[src/design/sss_pkg.sv]
// Purpose: Shared constants for the synchronous serial shift channel
// Assumes: 200 MHz system clock, 8-bit frames, LSB first
// Notes:   Register offsets are byte addresses on the plain register port
package sss_pkg;

   // ------------------------------------------------------------------
   // Register offsets
   // ------------------------------------------------------------------
   localparam logic [7:0] ADDR_CTRL   = 8'h00;
   localparam logic [7:0] ADDR_SOFT_RESET_FIELD  = 8'h04;
   localparam logic [7:0] ADDR_STATUS = 8'h08;
   localparam logic [7:0] ADDR_TXBUF  = 8'h0C;
   localparam logic [7:0] ADDR_RXBUF  = 8'h10;

   // ------------------------------------------------------------------
   // Control register fields
   // ------------------------------------------------------------------
   localparam int CTRL_MODE_LSB   = 0;
   localparam int CTRL_CLK_IN     = 2;
   localparam int CTRL_EDGE_SEL   = 3;
   localparam int CTRL_DBUF       = 4;
   localparam int CTRL_IDLE_LVL   = 5;
   localparam int CTRL_EMPTY_LVL  = 6;
   localparam int CTRL_RXE        = 7;
   localparam int CTRL_TXE        = 8;
   localparam int CTRL_DMA_TX     = 9;
   localparam int CTRL_DMA_RX     = 10;
   localparam int CTRL_FIFO_EN    = 11;
   localparam int CTRL_WIDTH      = 12;
   localparam logic [11:0] CTRL_RESET = 12'h000;

   // ------------------------------------------------------------------
   // Status register fields
   // ------------------------------------------------------------------
   localparam int STAT_TX_BUFFER_EMPTY_FLAG      = 0;
   localparam int STAT_RX_BUFFER_FULL_FLAG      = 1;
   localparam int STAT_TX_RUNNING_FLAG      = 2;
   localparam int STAT_OVERRUN    = 3;
   localparam int STAT_UNDERRUN   = 4;
   localparam int STAT_PARITY     = 5;
   localparam int STAT_FRAMING    = 6;
   localparam logic TX_BUFFER_EMPTY_FLAG_RESET   = 1'b1;

   // ------------------------------------------------------------------
   // Codes
   // ------------------------------------------------------------------
   localparam logic [1:0] MODE_SYNC      = 2'h0;
   localparam logic [1:0] MODE_UART9     = 2'h3;
   localparam logic [1:0] SOFT_RESET_FIELD_ARM      = 2'h2;
   localparam logic [1:0] SOFT_RESET_FIELD_FIRE     = 2'h1;

   // ------------------------------------------------------------------
   // Timing
   // ------------------------------------------------------------------
   localparam int CLK_PERIOD_NS       = 5;
   localparam int SCLK_HALF_PERIOD_NS = 80;
   localparam int SCLK_HALF_CYCLES    = (SCLK_HALF_PERIOD_NS / CLK_PERIOD_NS < 1) ? 1 :
                                        SCLK_HALF_PERIOD_NS / CLK_PERIOD_NS;

   typedef enum logic [1:0] {
      ST_IDLE  = 2'h0,
      ST_SHIFT = 2'h1,
      ST_DONE  = 2'h3
   } state_type;

endpackage

[src/design/sss_channel.sv]
// Purpose: Synchronous shift mode of a serial channel with soft reset and DMA gating
// Assumes: Register port on clk_sys_i; shift clock pin and serial input are asynchronous
// Notes:   In clock input mode, shift clock edges are found by oversampling on clk_sys_i
//
// Local design decisions: the placing of the registers and the plain strobed port.
`timescale 1ns/100ps
module sss_channel #(
   parameter int HALF_CYCLES = sss_pkg::SCLK_HALF_CYCLES
) (
   // Clock and reset
   input  wire logic       clk_sys_i,
   input  wire logic       rst_i,
   // Register port
   input  wire logic [7:0] reg_addr_i,
   input  wire logic [15:0] reg_wdata_i,
   input  wire logic       reg_wr_i,
   input  wire logic       reg_rd_i,
   output logic      [15:0] reg_rdata_o,
   // Shift link pins
   input  wire logic       shift_clock_pin_i,
   output logic            shift_clock_pin_o,
   output logic            shift_clock_pin_oe_n_o,
   input  wire logic       serial_in_pin_i,
   output logic            serial_out_pin_o,
   // Asynchronous receiver strobes
   input  wire logic       uart_stop_center_i,
   input  wire logic       uart_parity_center_i,
   input  wire logic       uart_frame_bad_i,
   input  wire logic       uart_parity_bad_i,
   // Events
   output logic            transmit_irq_o,
   output logic            receive_irq_o,
   output logic            dma_tx_req_o,
   output logic            dma_rx_req_o,
   output logic            fifo_permit_o
);

   // ------------------------------------------------------------------
   // State
   // ------------------------------------------------------------------
   logic [11:0]            ctrl;
   logic                   soft_reset_field_armed;
   logic [7:0]             tx_buf;
   logic                   tx_buf_valid;
   logic [7:0]             tx_sh;
   logic                   tx_sh_valid;
   logic                   tx_active;
   logic [7:0]             rx_sh;
   logic                   rx_sh_full;
   logic [7:0]             rx_buf;
   logic                   rx_buffer_full_flag;
   logic                   overrun_flag;
   logic                   underrun_flag;
   logic                   parity_error_flag;
   logic                   framing_flag;
   logic [2:0]             bit_cnt;
   logic [15:0]            div_cnt;
   logic                   sclk_out;
   logic                   sclk_s1;
   logic                   sclk_s2;
   logic                   sclk_s3;
   logic                   sin_s1;
   logic                   sin_s2;
   sss_pkg::state_type     state;

   // ------------------------------------------------------------------
   // Decode
   // ------------------------------------------------------------------
   wire logic [1:0] serial_mode_select   = ctrl[sss_pkg::CTRL_MODE_LSB +: 2];
   wire logic       clk_input_mode       = ctrl[sss_pkg::CTRL_CLK_IN];
   wire logic       edge_sel             = ctrl[sss_pkg::CTRL_EDGE_SEL];
   wire logic       double_buffer_enable = ctrl[sss_pkg::CTRL_DBUF];
   wire logic       idle_line_level      = ctrl[sss_pkg::CTRL_IDLE_LVL];
   wire logic       empty_line_level     = ctrl[sss_pkg::CTRL_EMPTY_LVL];
   wire logic       receive_enable_bit   = ctrl[sss_pkg::CTRL_RXE];
   wire logic       transmit_enable_bit  = ctrl[sss_pkg::CTRL_TXE];
   wire logic       dma_tx_enable        = ctrl[sss_pkg::CTRL_DMA_TX];
   wire logic       dma_rx_enable        = ctrl[sss_pkg::CTRL_DMA_RX];
   wire logic       fifo_enable          = ctrl[sss_pkg::CTRL_FIFO_EN];

   function automatic logic hit(input logic [7:0] a, input logic [7:0] ref_addr);
      hit = (a == ref_addr);
   endfunction

   wire logic wr_ctrl   = reg_wr_i & hit(reg_addr_i, sss_pkg::ADDR_CTRL);
   wire logic wr_soft_reset_field  = reg_wr_i & hit(reg_addr_i, sss_pkg::ADDR_SOFT_RESET_FIELD);
   wire logic wr_status = reg_wr_i & hit(reg_addr_i, sss_pkg::ADDR_STATUS);
   wire logic wr_txbuf  = reg_wr_i & hit(reg_addr_i, sss_pkg::ADDR_TXBUF);
   wire logic rd_rxbuf  = reg_rd_i & hit(reg_addr_i, sss_pkg::ADDR_RXBUF);

   // Reset only on the ordered pair; any other write to the soft reset field disarms
   wire logic soft_rst  = wr_soft_reset_field & soft_reset_field_armed & (reg_wdata_i[1:0] == sss_pkg::SOFT_RESET_FIELD_FIRE);

   wire logic sync_mode = (serial_mode_select == sss_pkg::MODE_SYNC);
   wire logic out_mode  = sync_mode & ~clk_input_mode;
   wire logic in_mode   = sync_mode & clk_input_mode;

   // ------------------------------------------------------------------
   // Shift clock edges
   // ------------------------------------------------------------------
   // Clock idles at the level reached by the sampling edge
   wire logic act_lvl   = ~edge_sel;
   wire logic gen_tick  = (state == sss_pkg::ST_SHIFT) & out_mode &
                          (div_cnt == 16'(HALF_CYCLES - 1));
   wire logic in_change = in_mode & (sclk_s2 != sclk_s3);
   wire logic lead_e    = (gen_tick & (sclk_out == act_lvl)) | (in_change & (sclk_s2 != act_lvl));
   wire logic samp_e    = (gen_tick & (sclk_out != act_lvl)) | (in_change & (sclk_s2 == act_lvl));

   // ------------------------------------------------------------------
   // Transfer conditions
   // ------------------------------------------------------------------
   wire logic tx_ok     = ~transmit_enable_bit | tx_sh_valid;
   wire logic rx_ok     = (double_buffer_enable & ~transmit_enable_bit) ? ~rx_sh_full : ~rx_buffer_full_flag;
   wire logic start_out = (state == sss_pkg::ST_IDLE) & out_mode & (receive_enable_bit | transmit_enable_bit) &
                          tx_ok & rx_ok;
   wire logic start_in  = (state == sss_pkg::ST_IDLE) & in_mode & lead_e;
   wire logic first_lead = lead_e & (bit_cnt == 3'h0) &
                          ((state == sss_pkg::ST_SHIFT) | start_in);
   wire logic tx_load   = (state == sss_pkg::ST_IDLE) & tx_buf_valid & ~tx_sh_valid & ~start_in;
   wire logic frame_tx  = transmit_enable_bit & tx_sh_valid;
   wire logic done      = (state == sss_pkg::ST_DONE);
   wire logic rx_take   = done & receive_enable_bit;
   // Clock input and double buffered output receive keep the buffer separate
   wire logic rx_dbl    = in_mode | double_buffer_enable;
   wire logic done_move = rx_take & ~rx_buffer_full_flag;
   wire logic done_hold = rx_take & rx_buffer_full_flag & out_mode & rx_dbl;
   wire logic read_move = rd_rxbuf & rx_sh_full;
   wire logic ovr_set   = (rx_take & rx_buffer_full_flag & in_mode) |
                          (~sync_mode & uart_stop_center_i & rx_buffer_full_flag);
   wire logic udr_set   = in_mode & first_lead & transmit_enable_bit & ~tx_sh_valid;
   wire logic par_set   = ~sync_mode & uart_parity_center_i & uart_parity_bad_i &
                          (serial_mode_select != sss_pkg::MODE_UART9);
   wire logic frm_set   = ~sync_mode & uart_stop_center_i & uart_frame_bad_i;

   wire logic next_tx_irq = (tx_load & double_buffer_enable) |
                            (done & tx_active & ~double_buffer_enable);
   wire logic next_rx_irq = done_move | read_move;

   wire logic [15:0] status_word = {9'h000, framing_flag, parity_error_flag, underrun_flag,
                                    overrun_flag, tx_active, rx_buffer_full_flag, ~tx_buf_valid};
   wire logic [15:0] next_rdata  =
      hit(reg_addr_i, sss_pkg::ADDR_CTRL)   ? {4'h0, ctrl} :
      hit(reg_addr_i, sss_pkg::ADDR_SOFT_RESET_FIELD)  ? {15'h0000, soft_reset_field_armed} :
      hit(reg_addr_i, sss_pkg::ADDR_STATUS) ? status_word :
      hit(reg_addr_i, sss_pkg::ADDR_TXBUF)  ? {8'h00, tx_buf} :
      hit(reg_addr_i, sss_pkg::ADDR_RXBUF)  ? {8'h00, rx_buf} : 16'h0000;

   // ------------------------------------------------------------------
   // Synchronisers
   // ------------------------------------------------------------------
   // Clock stages reset to the idle high level, so no false edge follows reset
   always_ff @(posedge clk_sys_i or posedge rst_i) begin
      if (rst_i) begin
         sclk_s1 <= 1'b1;
         sclk_s2 <= 1'b1;
         sclk_s3 <= 1'b1;
         sin_s1  <= 1'b0;
         sin_s2  <= 1'b0;
      end else begin
         sclk_s1 <= shift_clock_pin_i;
         sclk_s2 <= sclk_s1;
         sclk_s3 <= sclk_s2;
         sin_s1  <= serial_in_pin_i;
         sin_s2  <= sin_s1;
      end
   end

   // ------------------------------------------------------------------
   // Control registers
   // ------------------------------------------------------------------
   always_ff @(posedge clk_sys_i or posedge rst_i) begin
      if (rst_i) begin
         ctrl        <= sss_pkg::CTRL_RESET;
         soft_reset_field_armed <= 1'b0;
      end else begin
         if (wr_soft_reset_field) begin
            soft_reset_field_armed <= (reg_wdata_i[1:0] == sss_pkg::SOFT_RESET_FIELD_ARM);
         end
         if (soft_rst) begin
            ctrl[sss_pkg::CTRL_RXE] <= 1'b0;
            ctrl[sss_pkg::CTRL_TXE] <= 1'b0;
         end else if (wr_ctrl) begin
            ctrl <= reg_wdata_i[sss_pkg::CTRL_WIDTH-1:0];
         end
      end
   end

   // ------------------------------------------------------------------
   // Shift sequencer and clock generator
   // ------------------------------------------------------------------
   always_ff @(posedge clk_sys_i or posedge rst_i) begin
      if (rst_i) begin
         state    <= sss_pkg::ST_IDLE;
         bit_cnt  <= 3'h0;
         div_cnt  <= 16'h0000;
         sclk_out <= 1'b1;
      end else if (soft_rst | ~sync_mode) begin
         state    <= sss_pkg::ST_IDLE;
         bit_cnt  <= 3'h0;
         div_cnt  <= 16'h0000;
         sclk_out <= act_lvl;
      end else begin
         div_cnt <= (gen_tick | (state != sss_pkg::ST_SHIFT)) ? 16'h0000 : div_cnt + 16'h0001;
         if (gen_tick) begin
            sclk_out <= ~sclk_out;
         end else if (state == sss_pkg::ST_IDLE) begin
            sclk_out <= act_lvl;
         end
         case (state)
            sss_pkg::ST_IDLE: begin
               if (start_out | start_in) begin
                  state <= sss_pkg::ST_SHIFT;
               end
            end
            sss_pkg::ST_SHIFT: begin
               // Bit counter runs even with nothing to send
               if (samp_e) begin
                  bit_cnt <= bit_cnt + 3'h1;
                  if (bit_cnt == 3'h7) begin
                     state <= sss_pkg::ST_DONE;
                  end
               end
            end
            sss_pkg::ST_DONE: begin
               state <= sss_pkg::ST_IDLE;
            end
            default: begin
               state <= sss_pkg::ST_IDLE;
            end
         endcase
      end
   end

   // ------------------------------------------------------------------
   // Transmit path
   // ------------------------------------------------------------------
   always_ff @(posedge clk_sys_i or posedge rst_i) begin
      if (rst_i) begin
         tx_buf           <= 8'h00;
         tx_buf_valid     <= ~sss_pkg::TX_BUFFER_EMPTY_FLAG_RESET;
         tx_sh            <= 8'h00;
         tx_sh_valid      <= 1'b0;
         tx_active        <= 1'b0;
         serial_out_pin_o <= 1'b1;
      end else if (soft_rst) begin
         tx_buf_valid     <= ~sss_pkg::TX_BUFFER_EMPTY_FLAG_RESET;
         tx_sh_valid      <= 1'b0;
         tx_active        <= 1'b0;
         serial_out_pin_o <= idle_line_level;
      end else begin
         if (wr_txbuf) begin
            tx_buf <= reg_wdata_i[7:0];
         end
         tx_buf_valid <= wr_txbuf | (tx_buf_valid & ~tx_load);
         if (tx_load) begin
            tx_sh       <= tx_buf;
            tx_sh_valid <= 1'b1;
         end else if (done) begin
            tx_sh_valid <= 1'b0;
         end
         if (first_lead) begin
            tx_active <= frame_tx;
         end else if (done | ~sync_mode) begin
            tx_active <= 1'b0;
         end
         // Idle level returns a cycle after the frame, keeping hold at the delayed clock pin
         if (lead_e & (first_lead ? frame_tx : tx_active)) begin
            serial_out_pin_o <= tx_sh[bit_cnt];
         end else if (udr_set) begin
            serial_out_pin_o <= empty_line_level;
         end else if (state == sss_pkg::ST_IDLE & ~start_in) begin
            serial_out_pin_o <= idle_line_level;
         end
      end
   end

   // ------------------------------------------------------------------
   // Receive path
   // ------------------------------------------------------------------
   always_ff @(posedge clk_sys_i or posedge rst_i) begin
      if (rst_i) begin
         rx_sh      <= 8'h00;
         rx_sh_full <= 1'b0;
         rx_buf     <= 8'h00;
         rx_buffer_full_flag      <= 1'b0;
      end else if (soft_rst) begin
         rx_sh_full <= 1'b0;
         rx_buffer_full_flag      <= 1'b0;
      end else begin
         if (samp_e & (state == sss_pkg::ST_SHIFT)) begin
            rx_sh <= {sin_s2, rx_sh[7:1]};
         end
         if (done_move) begin
            rx_buf <= rx_sh;
         end else if (read_move) begin
            rx_buf <= rx_sh;
         end
         // Held frame waits until software frees the buffer
         rx_sh_full <= done_hold | (rx_sh_full & ~read_move);
         rx_buffer_full_flag      <= done_move | read_move | (rx_buffer_full_flag & ~rd_rxbuf);
      end
   end

   // ------------------------------------------------------------------
   // Error flags, set wins over write-one clear
   // ------------------------------------------------------------------
   always_ff @(posedge clk_sys_i or posedge rst_i) begin
      if (rst_i) begin
         overrun_flag      <= 1'b0;
         underrun_flag     <= 1'b0;
         parity_error_flag <= 1'b0;
         framing_flag      <= 1'b0;
      end else begin
         overrun_flag      <= ovr_set |
                              (overrun_flag & ~soft_rst & ~(wr_status & reg_wdata_i[sss_pkg::STAT_OVERRUN]));
         underrun_flag     <= udr_set |
                              (underrun_flag & ~(wr_status & reg_wdata_i[sss_pkg::STAT_UNDERRUN]));
         parity_error_flag <= par_set |
                              (parity_error_flag & ~soft_rst & ~(wr_status & reg_wdata_i[sss_pkg::STAT_PARITY]));
         framing_flag      <= frm_set |
                              (framing_flag & ~(wr_status & reg_wdata_i[sss_pkg::STAT_FRAMING]));
      end
   end

   // ------------------------------------------------------------------
   // Registered outputs
   // ------------------------------------------------------------------
   always_ff @(posedge clk_sys_i or posedge rst_i) begin
      if (rst_i) begin
         reg_rdata_o            <= 16'h0000;
         shift_clock_pin_o      <= 1'b1;
         shift_clock_pin_oe_n_o <= 1'b1;
         transmit_irq_o         <= 1'b0;
         receive_irq_o          <= 1'b0;
         dma_tx_req_o           <= 1'b0;
         dma_rx_req_o           <= 1'b0;
         fifo_permit_o          <= 1'b0;
      end else begin
         reg_rdata_o            <= reg_rd_i ? next_rdata : 16'h0000;
         shift_clock_pin_o      <= sclk_out;
         shift_clock_pin_oe_n_o <= ~out_mode;
         transmit_irq_o         <= next_tx_irq;
         receive_irq_o          <= next_rx_irq;
         dma_tx_req_o           <= next_tx_irq & dma_tx_enable;
         dma_rx_req_o           <= next_rx_irq & dma_rx_enable;
         fifo_permit_o          <= fifo_enable & ~dma_tx_enable & ~dma_rx_enable;
      end
   end

endmodule

[config.mk]
export PLATFORM = sky130hd
export DESIGN_NAME = sss_channel
export DESIGN_NICKNAME = d
export VERILOG_FILES = /design/src/design/sss_pkg.sv /design/src/design/sss_channel.sv
export SDC_FILE = /design/constraint.sdc
export NUM_CORES = 1
export LEC_CHECK = 0
export BUFFER_PORTS_ARGS = -buffer_cell sky130_fd_sc_hd__buf_4
export CORE_ASPECT_RATIO = 1.25
export CORE_MARGIN = 2
export CORE_UTILIZATION = 62
export DETAILED_ROUTE_END_ITERATION = 10
export GPL_ROUTABILITY_DRIVEN = 0
export GPL_TIMING_DRIVEN = 0
export PLACE_DENSITY_LB_ADDON = 0.08
export SYNTH_ARGS = -nofsm -noshare
export SYNTH_HDL_FRONTEND = slang
export SYNTH_SLANG_ARGS = --single-unit
export TNS_END_PERCENT = 30
[constraint.sdc]
create_clock -name clk_sys_i -period 9 [get_ports clk_sys_i]
set_input_delay 0.9 -clock clk_sys_i [delete_from_list [all_inputs] [get_ports clk_sys_i]]
set_output_delay 0.9 -clock clk_sys_i [all_outputs]
set_load 0.02 [all_outputs]
# Word level (Yosys, flattened, before mapping)
# Cells that the tools add are included.
# totals
word_cells	226
input_bits	34
register_bits	101
output_inout_bits	24
# classes
order_cmp	1
n_reduce_logical	19
n_addsub	2
muxes	40
n_eq_ne	20
bitwise	110
# ops
operator	count
$and 1x1->1	68
$mux 8	6
$mux 16	2
$mux 12	2
$not 1->1	22
$or 1x1->1	20
$mux 1	19
$add 16x1->16 const B	1
$eq 16x4->1 const B	1
$eq 8x4->1 const B	2
$reduce_and 2->1	6
$mux 2	5
$mux 3	3
$mux 9	1
$reduce_bool 3->1	3
$eq 8x3->1 const B	1
$eq 8x5->1 const B	1
$logic_not 8->1	1
$reduce_bool 2->1	4
$ne 3x3->1 const B	2
$eq 2x1->1 const B	2
$eq 2x2->1 const B	2
$logic_not 2->1	2
$lt 3x4->1 const B	1
other kinds (12)	15

# Depth between registers and ports, before layout
# Gate-level depths: netlist (run 1).
# logic_depth
word_depth	15
ltp_mapped	7
mapped_depth_nobuf	7

# Worst setup path after synthesis (run 1)
# No wires, ideal clock.
# synth_timing
kind	input to register
startpoint	input reg_addr_i[4]
endpoint	register rx_sh[0]
setup_time_ns	0.125
slack_ns	6.593
path_stages	7
required_ns	8.875
t_arrival_ns	2.281
n_path_buf	2
cell_sequence	nor4_4 and4_1 buf_6 nor2_4 nand2b_4 buf_12 mux2_4
# synth_via
elab_chain_len	6
# synth_lines
item	line_no	source
from (decl)	sss_channel.sv:14	input wire logic [7:0] reg_addr_i,
$eq 8x3->1	sss_channel.sv:82	hit = (a == ref_addr);
$and 1x1->1	sss_channel.sv:86	wire logic wr_soft_reset_field = reg_wr_i & hit(reg_addr_i, sss_pkg::ADDR_SOFT_RESET_FIELD);
$and 1x1->1 (2 in series)	sss_channel.sv:92	wire logic soft_rst = wr_soft_reset_field & soft_reset_field_armed & (reg_wdata_i[1:0] == sss_pkg::SOFT_RESET_ ...
$not 1->1 (no source line)	--	
$reduce_and 2->1 (no source line)	--	
to (signal assigned)	sss_channel.sv:291	rx_sh <= {sin_s2, rx_sh[7:1]};
to (decl)	sss_channel.sv:48	logic [7:0] rx_sh;
# Every way passes these cells.
# A chain may end at the register's enable or synchronous reset.

# Worst setup path after layout (run 1)
# layout_timing
startpoint	input reg_addr_i[4]
endpoint	register rx_buf[4]
# layout_via
elab_chain_len	6
elab_cells_between_ends	10
classes_between	2 x eq/ne; 6 x bitwise; 2 x reduce/logical
# layout_lines
item	line_no	source
$eq 8x3->1	sss_channel.sv:82	
$and 1x1->1	sss_channel.sv:86	
$and 1x1->1 (2 in series)	sss_channel.sv:92	
$not 1->1 (no source line)	--	
$reduce_and 2->1 (no source line) *	--	
to (signal assigned)	sss_channel.sv:294	rx_buf <= rx_sh;
to (signal assigned)	sss_channel.sv:296	rx_buf <= rx_sh;
to (decl)	sss_channel.sv:50	logic [7:0] rx_buf;
# Every way passes the cells marked *; elsewhere a longest branch is shown, timed or not.

==> run_results.csv, run 1 <==
group,metric,value,unit
synth,synthFlopType,"dfrtp_1",
pwr,peakVddDrop,0.137,mV
synth,synth-seq-area-share,0.535,
clock_tree,cts.path.max_buffers,2,
timing,tns,0,ps
timing,final_hold_viol_count,0,
critical_path,critPathMaxFanout,10,
pwr,p_switching,0.000281,W
cells_and_area,finalNetCount,514,
drt,via_count,3427,
floorplan,core,7400,um2
drt,dr.first_iter.drc_count,270,
synth,synth.most_common_cell,"dfrtp_1",
drt,drt-pass1-iter-count,5,
grt,grt.overflow.total,0,
critical_path,cp-endpoint,"rx_buf[4]",
critical_path,rrSetupSlack,6890,ps
critical_path,startpoint,"reg_addr_i[4]",
timing,maxSlewViolCount,0,
cells_and_area,syn2layout_area_growth,15.4,%
pwr,power,0.000965,W
cells_and_area,drive_gt1_frac,0.306,
critical_path,cp_slowest_cell,"nor4_4",
critical_path,cp.required,9270,ps
critical_path,cp.arrival,2710,ps
timing,skew,11.7,ps
synth,netlist_instances,412,
floorplan,fp.dieW,82.2,um
timing,finalSetupViolCount,0,
drt,drc,0,
grt,grt_usage,0.274,
synth,netlist_top_cells_count,"94 x dfrtp_1, 38 x nand2_1, 32 x nor2_1",
timing,slew-limit-headroom,0.595,
drt,routed_wl,10.4,mm
pwr,p_int,0.000683,W
timing,grt_setup_unrepaired,"no",
drt,antenna_left,0,
pwr,power_leakage,2.63,nW
floorplan,dieArea,8360,um2
pwr,clkPwrFrac,0.307,
synth,synth_seq_cells,101,
synth,syn_area,4740,um2
grt,first_global_vias,3432,
run_status,status,"complete, no violations",
drt,wl_per_cell,18.2,um
clock_tree,cts_buffers,9,
clock_tree,clock-root-buffer,"clkbuf_8",
clock_tree,cts-resized-gates,0,
synth,yosysTopAreaCell,"dfrtp_1",
clock_tree,cts_sinks,101,
critical_path,critical_path_class,"in -> reg",
clock_tree,path_clk_slew,100,ps
synth,syn_avg_cell_area,11.5,um2
placement,dp_hpwl,7.67,mm
drt,drt-vias-per-instance,5.98,
worst_hold_path,holdCritPathClass,"reg -> reg",
clock_tree,htreeDepth,3,
timing,fin_crit_sh,0.272,
critical_path,r2r_start,"ctrl[0]",
critical_path,crit_family,"simple AND/OR/NAND/NOR gates",
critical_path,cp_num_buf_inv,1,
critical_path,end_kind,"register",
floorplan,rows,35,
clock_tree,cts_tree,"built",
pwr,power.density,177,nW/um2
placement,io_buffers,49,
synth,synth_area_leaders,"dfrtp_1 50%, mux2_2 6.2%, dfstp_2 3.9%",
floorplan,ios,58,
timing,worstMarginPinSlew,603,ps
critical_path,timing.rr.end,"rx_sh[4]",
critical_path,cp_cell_sequence,"buf_4 -> nor4_4 -> nand4_2 -> nand2_4 -> mux2_2",
floorplan,start_util,0.640,
pwr,sw_frac_of_total,0.292,
pwr,sequentialPowerShare,0.536,
synth,ys_async_sr_fraction,1.00,
critical_path,worst-path-stages,5,
cells_and_area,multiInputGateArea,2010,um2
cells_and_area,area.sequential,2540,um2
clock_tree,hold_buffers,0,
synth,synth.distinct_cells,67,
critical_path,rr_worst_depth,6,
cells_and_area,fillers,543,
grt,grt_max_degree,72,
floorplan,die_h,102,um
critical_path,cpPeakStageDelay,510,ps
flow_run,cap_viol_max_count,0,
pwr,combPwrFrac,0.157,
cells_and_area,post-route-util,0.739,
grt,antenna_found_initial,0,
timing,fin_crit,2440,ps
clock_tree,clk_latency,370,ps
synth,synth-edff-count,0,
timing,max_freq,409,MHz
synth,ys_warn_count,0,
clock_tree,postCtsSetupBuffers,0,
synth,synth_top_area_frac,0.497,
cells_and_area,antenna_cells,0,
critical_path,start_kind,"input pin",
grt,grt_pass1_wl,16.8,mm
## stage by stage
step | cells | hold slack (ps) | area [um2] | setup WS, ps
finish | 573 | 362 | 5470 | 6560
global placement | 556 | 346 | 5230 | 4430
CTS | 573 | 364 | 5470 | 6570
global route | 573 | 368 | 5470 | 6460
floorplan | 415 | 331 | 4750 | 5460
detailed placement | 557 | 349 | 5260 | 6170
## worst reg2reg max path, stage by stage, from the launching register on
cell	delay (ps)
dfrtp_1	490
nor3_1	440
nand2b_1	130
o31a_1	320
nand2b_4	160
buf_12	150
mux2_4	300
## layout by cell type, fill, tap and decap left out, types with 8 or more instances in the layout
cell      instances
nand3_1          14
mux2_2           26
nor2_1           32
clkbuf_8         10
dfrtp_1          94
nand2_1          38
mux2_4            8
buf_4            56
a21oi_1          20
o21ai_0          20
xor2_1           11
inv_1            20
## final cells by class
| class | instances | share of cell area |
|---|---|---|
| Buffer | 15 | 0.0229 |
| Tap cell | 92 | 0.0211 |
| Multi-Input combinational cell | 278 | 0.367 |
| Clock buffer | 9 | 0.0227 |
| Inverter | 21 | 0.0149 |
| Clock inverter | 7 | 0.0149 |
| Sequential cell | 101 | 0.464 |
| Timing Repair Buffer | 50 | 0.0723 |
## cells by family after synthesis
| group | Yosys count | share of synthesized area |
|---|---|---|
| AO/OA/AOI/OAI | 70 | 0.0964 |
| buffers and inverters | 36 | 0.0431 |
| flip-flops | 101 | 0.535 |
| XOR/XNOR | 16 | 0.0312 |
| other | 1 | 0.000792 |
| AND/OR/NAND/NOR | 141 | 0.170 |
| adder cells (fa/ha/maj) | 4 | 0.0106 |
| multiplexers | 43 | 0.112 |
## flip-flops by register name (all words and copies together), names as in the netlist, 2 cells and up
register,count
div_cnt,16
ctrl,12
reg_rdata_o,12
rx_buf,8
rx_sh,8
tx_buf,8
tx_sh,8
bit_cnt,3
state,2
## power by group through the flow
| stage | clock network (W) | logic [W] | registers, W |
|---|---|---|---|
| 2_1_floorplan | 0 | 0.0000999 | 0.000523 |
| 3_5_place_dp | 0 | 0.000151 | 0.000526 |
| 3_3_place_gp | 0 | 0.000145 | 0.000525 |
| 4_1_cts | 0.000300 | 0.000152 | 0.000517 |
| 5_1_grt | 0.000317 | 0.000168 | 0.000521 |
| 6_report | 0.000296 | 0.000152 | 0.000517 |
## per-layer routing
metal	part of all wire	up-vias	GRT usage
li1	-	1568	-
met1	0.39	1725	0.327
met2	0.53	104	0.466
met3	0.044	30	0.0437
met4	0.032	0	0.151
met5	0	-	0
## worst min-delay path by stage
stage	from	to	depth (start not counted)
finish	sclk_s1	sclk_s2	0
global route	sclk_s1	sclk_s2	0
CTS	sclk_s1	sclk_s2	0
detailed placement	sclk_s1	sclk_s2	0
global placement	sclk_s1	sclk_s2	0
floorplan	sin_s1	sin_s2	0
Note: power is estimated with default switching activity, not from simulation.
==> inputs of run 2 (changes only) <==
ABC_AREA = 1   (was not set)
CORE_UTILIZATION = 52   (was 62)
clock period = 2.2 ns   (was 9 ns; I/O delays follow)
==> run_results.csv, run 2 <==
group,metric,value,unit
critical_path,end_kind,"register",
synth,synth_area_leaders,"dfrtp_1 50%, nand2_1 8.9%, inv_1 5.8%",
clock_tree,path_clk_slew,100,ps
cells_and_area,antenna_cells,0,
run_status,status,"complete, no violations",
floorplan,start_util,0.537,
clock_tree,clock-root-buffer,"clkbuf_8",
synth,synth_seq_cells,101,
flow_run,cap_viol_max_count,0,
floorplan,ios,58,
floorplan,die_h,110,um
floorplan,fp.dieW,89.0,um
clock_tree,cts_tree,"built",
timing,setup_ws,169,ps
drt,drc,0,
synth,synth-seq-area-share,0.540,
drt,dr.first_iter.drc_count,212,
cells_and_area,syn2layout_area_growth,16.5,%
clock_tree,cts_sinks,101,
timing,tns,0,ps
synth,synth-edff-count,0,
drt,drt-pass1-iter-count,4,
synth,synthFlopType,"dfrtp_1",
synth,yosysTopAreaCell,"dfrtp_1",
timing,slew-limit-headroom,0.668,
timing,skew,14.2,ps
drt,via_count,3730,
timing,maxSlewViolCount,0,
synth,netlist_instances,528,
timing,final_hold_viol_count,0,
critical_path,critical_path_class,"reg -> reg",
pwr,power.density,640,nW/um2
pwr,power_leakage,2.63,nW
worst_hold_path,holdCritPathClass,"in -> reg",
synth,synth.most_common_cell,"nand2_1",
critical_path,start_kind,"register",
drt,routed_wl,10.4,mm
cells_and_area,largest_register_ffs,16,
cells_and_area,reg_top3,"div_cnt: 16 flops, ctrl: 12 flops, reg_rdata_o: 12 flops",
grt,antenna_found_initial,0,
grt,grt_pass1_wl,17.4,mm
cells_and_area,top_register,"div_cnt",
cells_and_area,fillers,787,
grt,grt_max_degree,42,
clock_tree,htreeDepth,3,
drt,wl_per_cell,14.4,um
synth,syn_area,4700,um2
clock_tree,cts_buffers,9,
pwr,peakVddDrop,0.313,mV
placement,dp_hpwl,8.03,mm
critical_path,cp.required,2450,ps
synth,netlist_top_cells_count,"111 x nand2_1, 94 x dfrtp_1, 72 x inv_1",
timing,grt_setup_unrepaired,"no",
synth,ys_warn_count,0,
grt,grt.overflow.total,0,
timing,fin_crit_sh,0.923,
synth,synth.distinct_cells,45,
cells_and_area,mostFrequentLayoutCells,"111 x nand2_1, 94 x dfrtp_1, 71 x inv_1",
timing,max_freq,492,MHz
critical_path,critPathMaxFanout,7,
grt,grt_usage,0.233,
synth,syn_avg_cell_area,8.90,um2
placement,io_buffers,49,
floorplan,rows,38,
drt,drt-vias-per-instance,5.17,
clock_tree,clk_latency,360,ps
clock_tree,cts.path.max_buffers,2,
timing,finalSetupViolCount,0,
grt,first_global_vias,3671,
timing,worstMarginPinSlew,497,ps
timing,fin_crit,2030,ps
cells_and_area,drive_gt1_frac,0.193,
critical_path,cp.arrival,2280,ps
synth,ys_async_sr_fraction,1.00,
floorplan,dieArea,9810,um2
placement,dp_slack,78.5,ps
drt,antenna_left,0,
cells_and_area,finalNetCount,634,
floorplan,core,8750,um2
cells_and_area,final_common_cell,"nand2_1",
synth,synth_top_area_frac,0.501,
-- run 2: kinds of logic after synthesis --
family	share of synthesized area
compound gates	0.118
xor+xnor	0.0149
fa+ha+maj	0.0107
buf+inv	0.0775
flops	0.540
mux	0.00240
other cells	0.000798
simple gates	0.235
-- run 2: report_power, final --
part | switching, W | leakage, nW | total (W) | internal (W)
clock | 0.000607 | 0.0872 | 0.00105 | 0.000439
sequential | 0.0000699 | 1.26 | 0.00202 | 0.00195
combinational | 0.000282 | 1.29 | 0.000437 | 0.000155
-- run 2: cell type report --
cell class                 count  area, um2  share of cell area
multi-input combinational    343       1820               0.332
inverter                      76        289              0.0528
sequential                   101       2540               0.464
timing repair buffer          54        438              0.0800
clock buffer                  13        149              0.0272
buffer                        11       78.8              0.0144
tap                          120        150              0.0274
clock inverter                 3       15.0             0.00274
-- run 2: worst max-delay path, cell delays in order (launching register included) --
cell and delay (ps):
dfrtp_1 440, nor2_4 250, inv_2 100, nor2_2 190, nand3_2 160, nand2_1 130
inv_1 70, nand3_2 70, inv_2 50, nand2_4 90, mux2_2 340
-- run 2: per-stage QoR --
step,power [W],cells,utilization,instance area (um2),hold WS (ps)
after floorplan,0.00232,531,-,4710,224
after global placement,0.00247,700,0.598,5230,328
after detailed placement,0.00249,702,0.602,5270,284
after CTS,0.00353,721,0.625,5460,24.7
after global routing,0.00367,721,0.625,5470,46.0
final,0.00350,721,0.625,5470,34.1
-- run 2: routing by layer --
metal	vias up	routed length (um)	GRT usage
met5	-	0	0
met2	78	5200	0.402
met1	1777	4360	0.290
met4	0	422	0.107
li1	1848	-	-
met3	27	369	0.0298
-- run 2: worst paths after layout --
path | start | cells after the start | slack (ps) | endpoint
worst min-delay path | reg_wdata_i[0] | 2 | 30 | soft_reset_field_armed
max in group asynchronous | rst_i | 5 | 900 | rx_buf[1]
worst max register to register | ctrl[0] | 10 | 170 | tx_sh[0]
worst max-delay path | ctrl[0] | 10 | 170 | tx_sh[0]
min in group asynchronous | rst_i | 3 | 470 | tx_active
worst min register to register | sin_s1 | 0 | 350 | sin_s2
-- run 2: repair_timing --
item / CTS / global route
setup endpoints to repair: 0 / 10
setup buffers: 0 / 0
gates resized for setup: 0 / 2
hold buffers: 3 / 0
hold endpoints to repair: 16 / 0
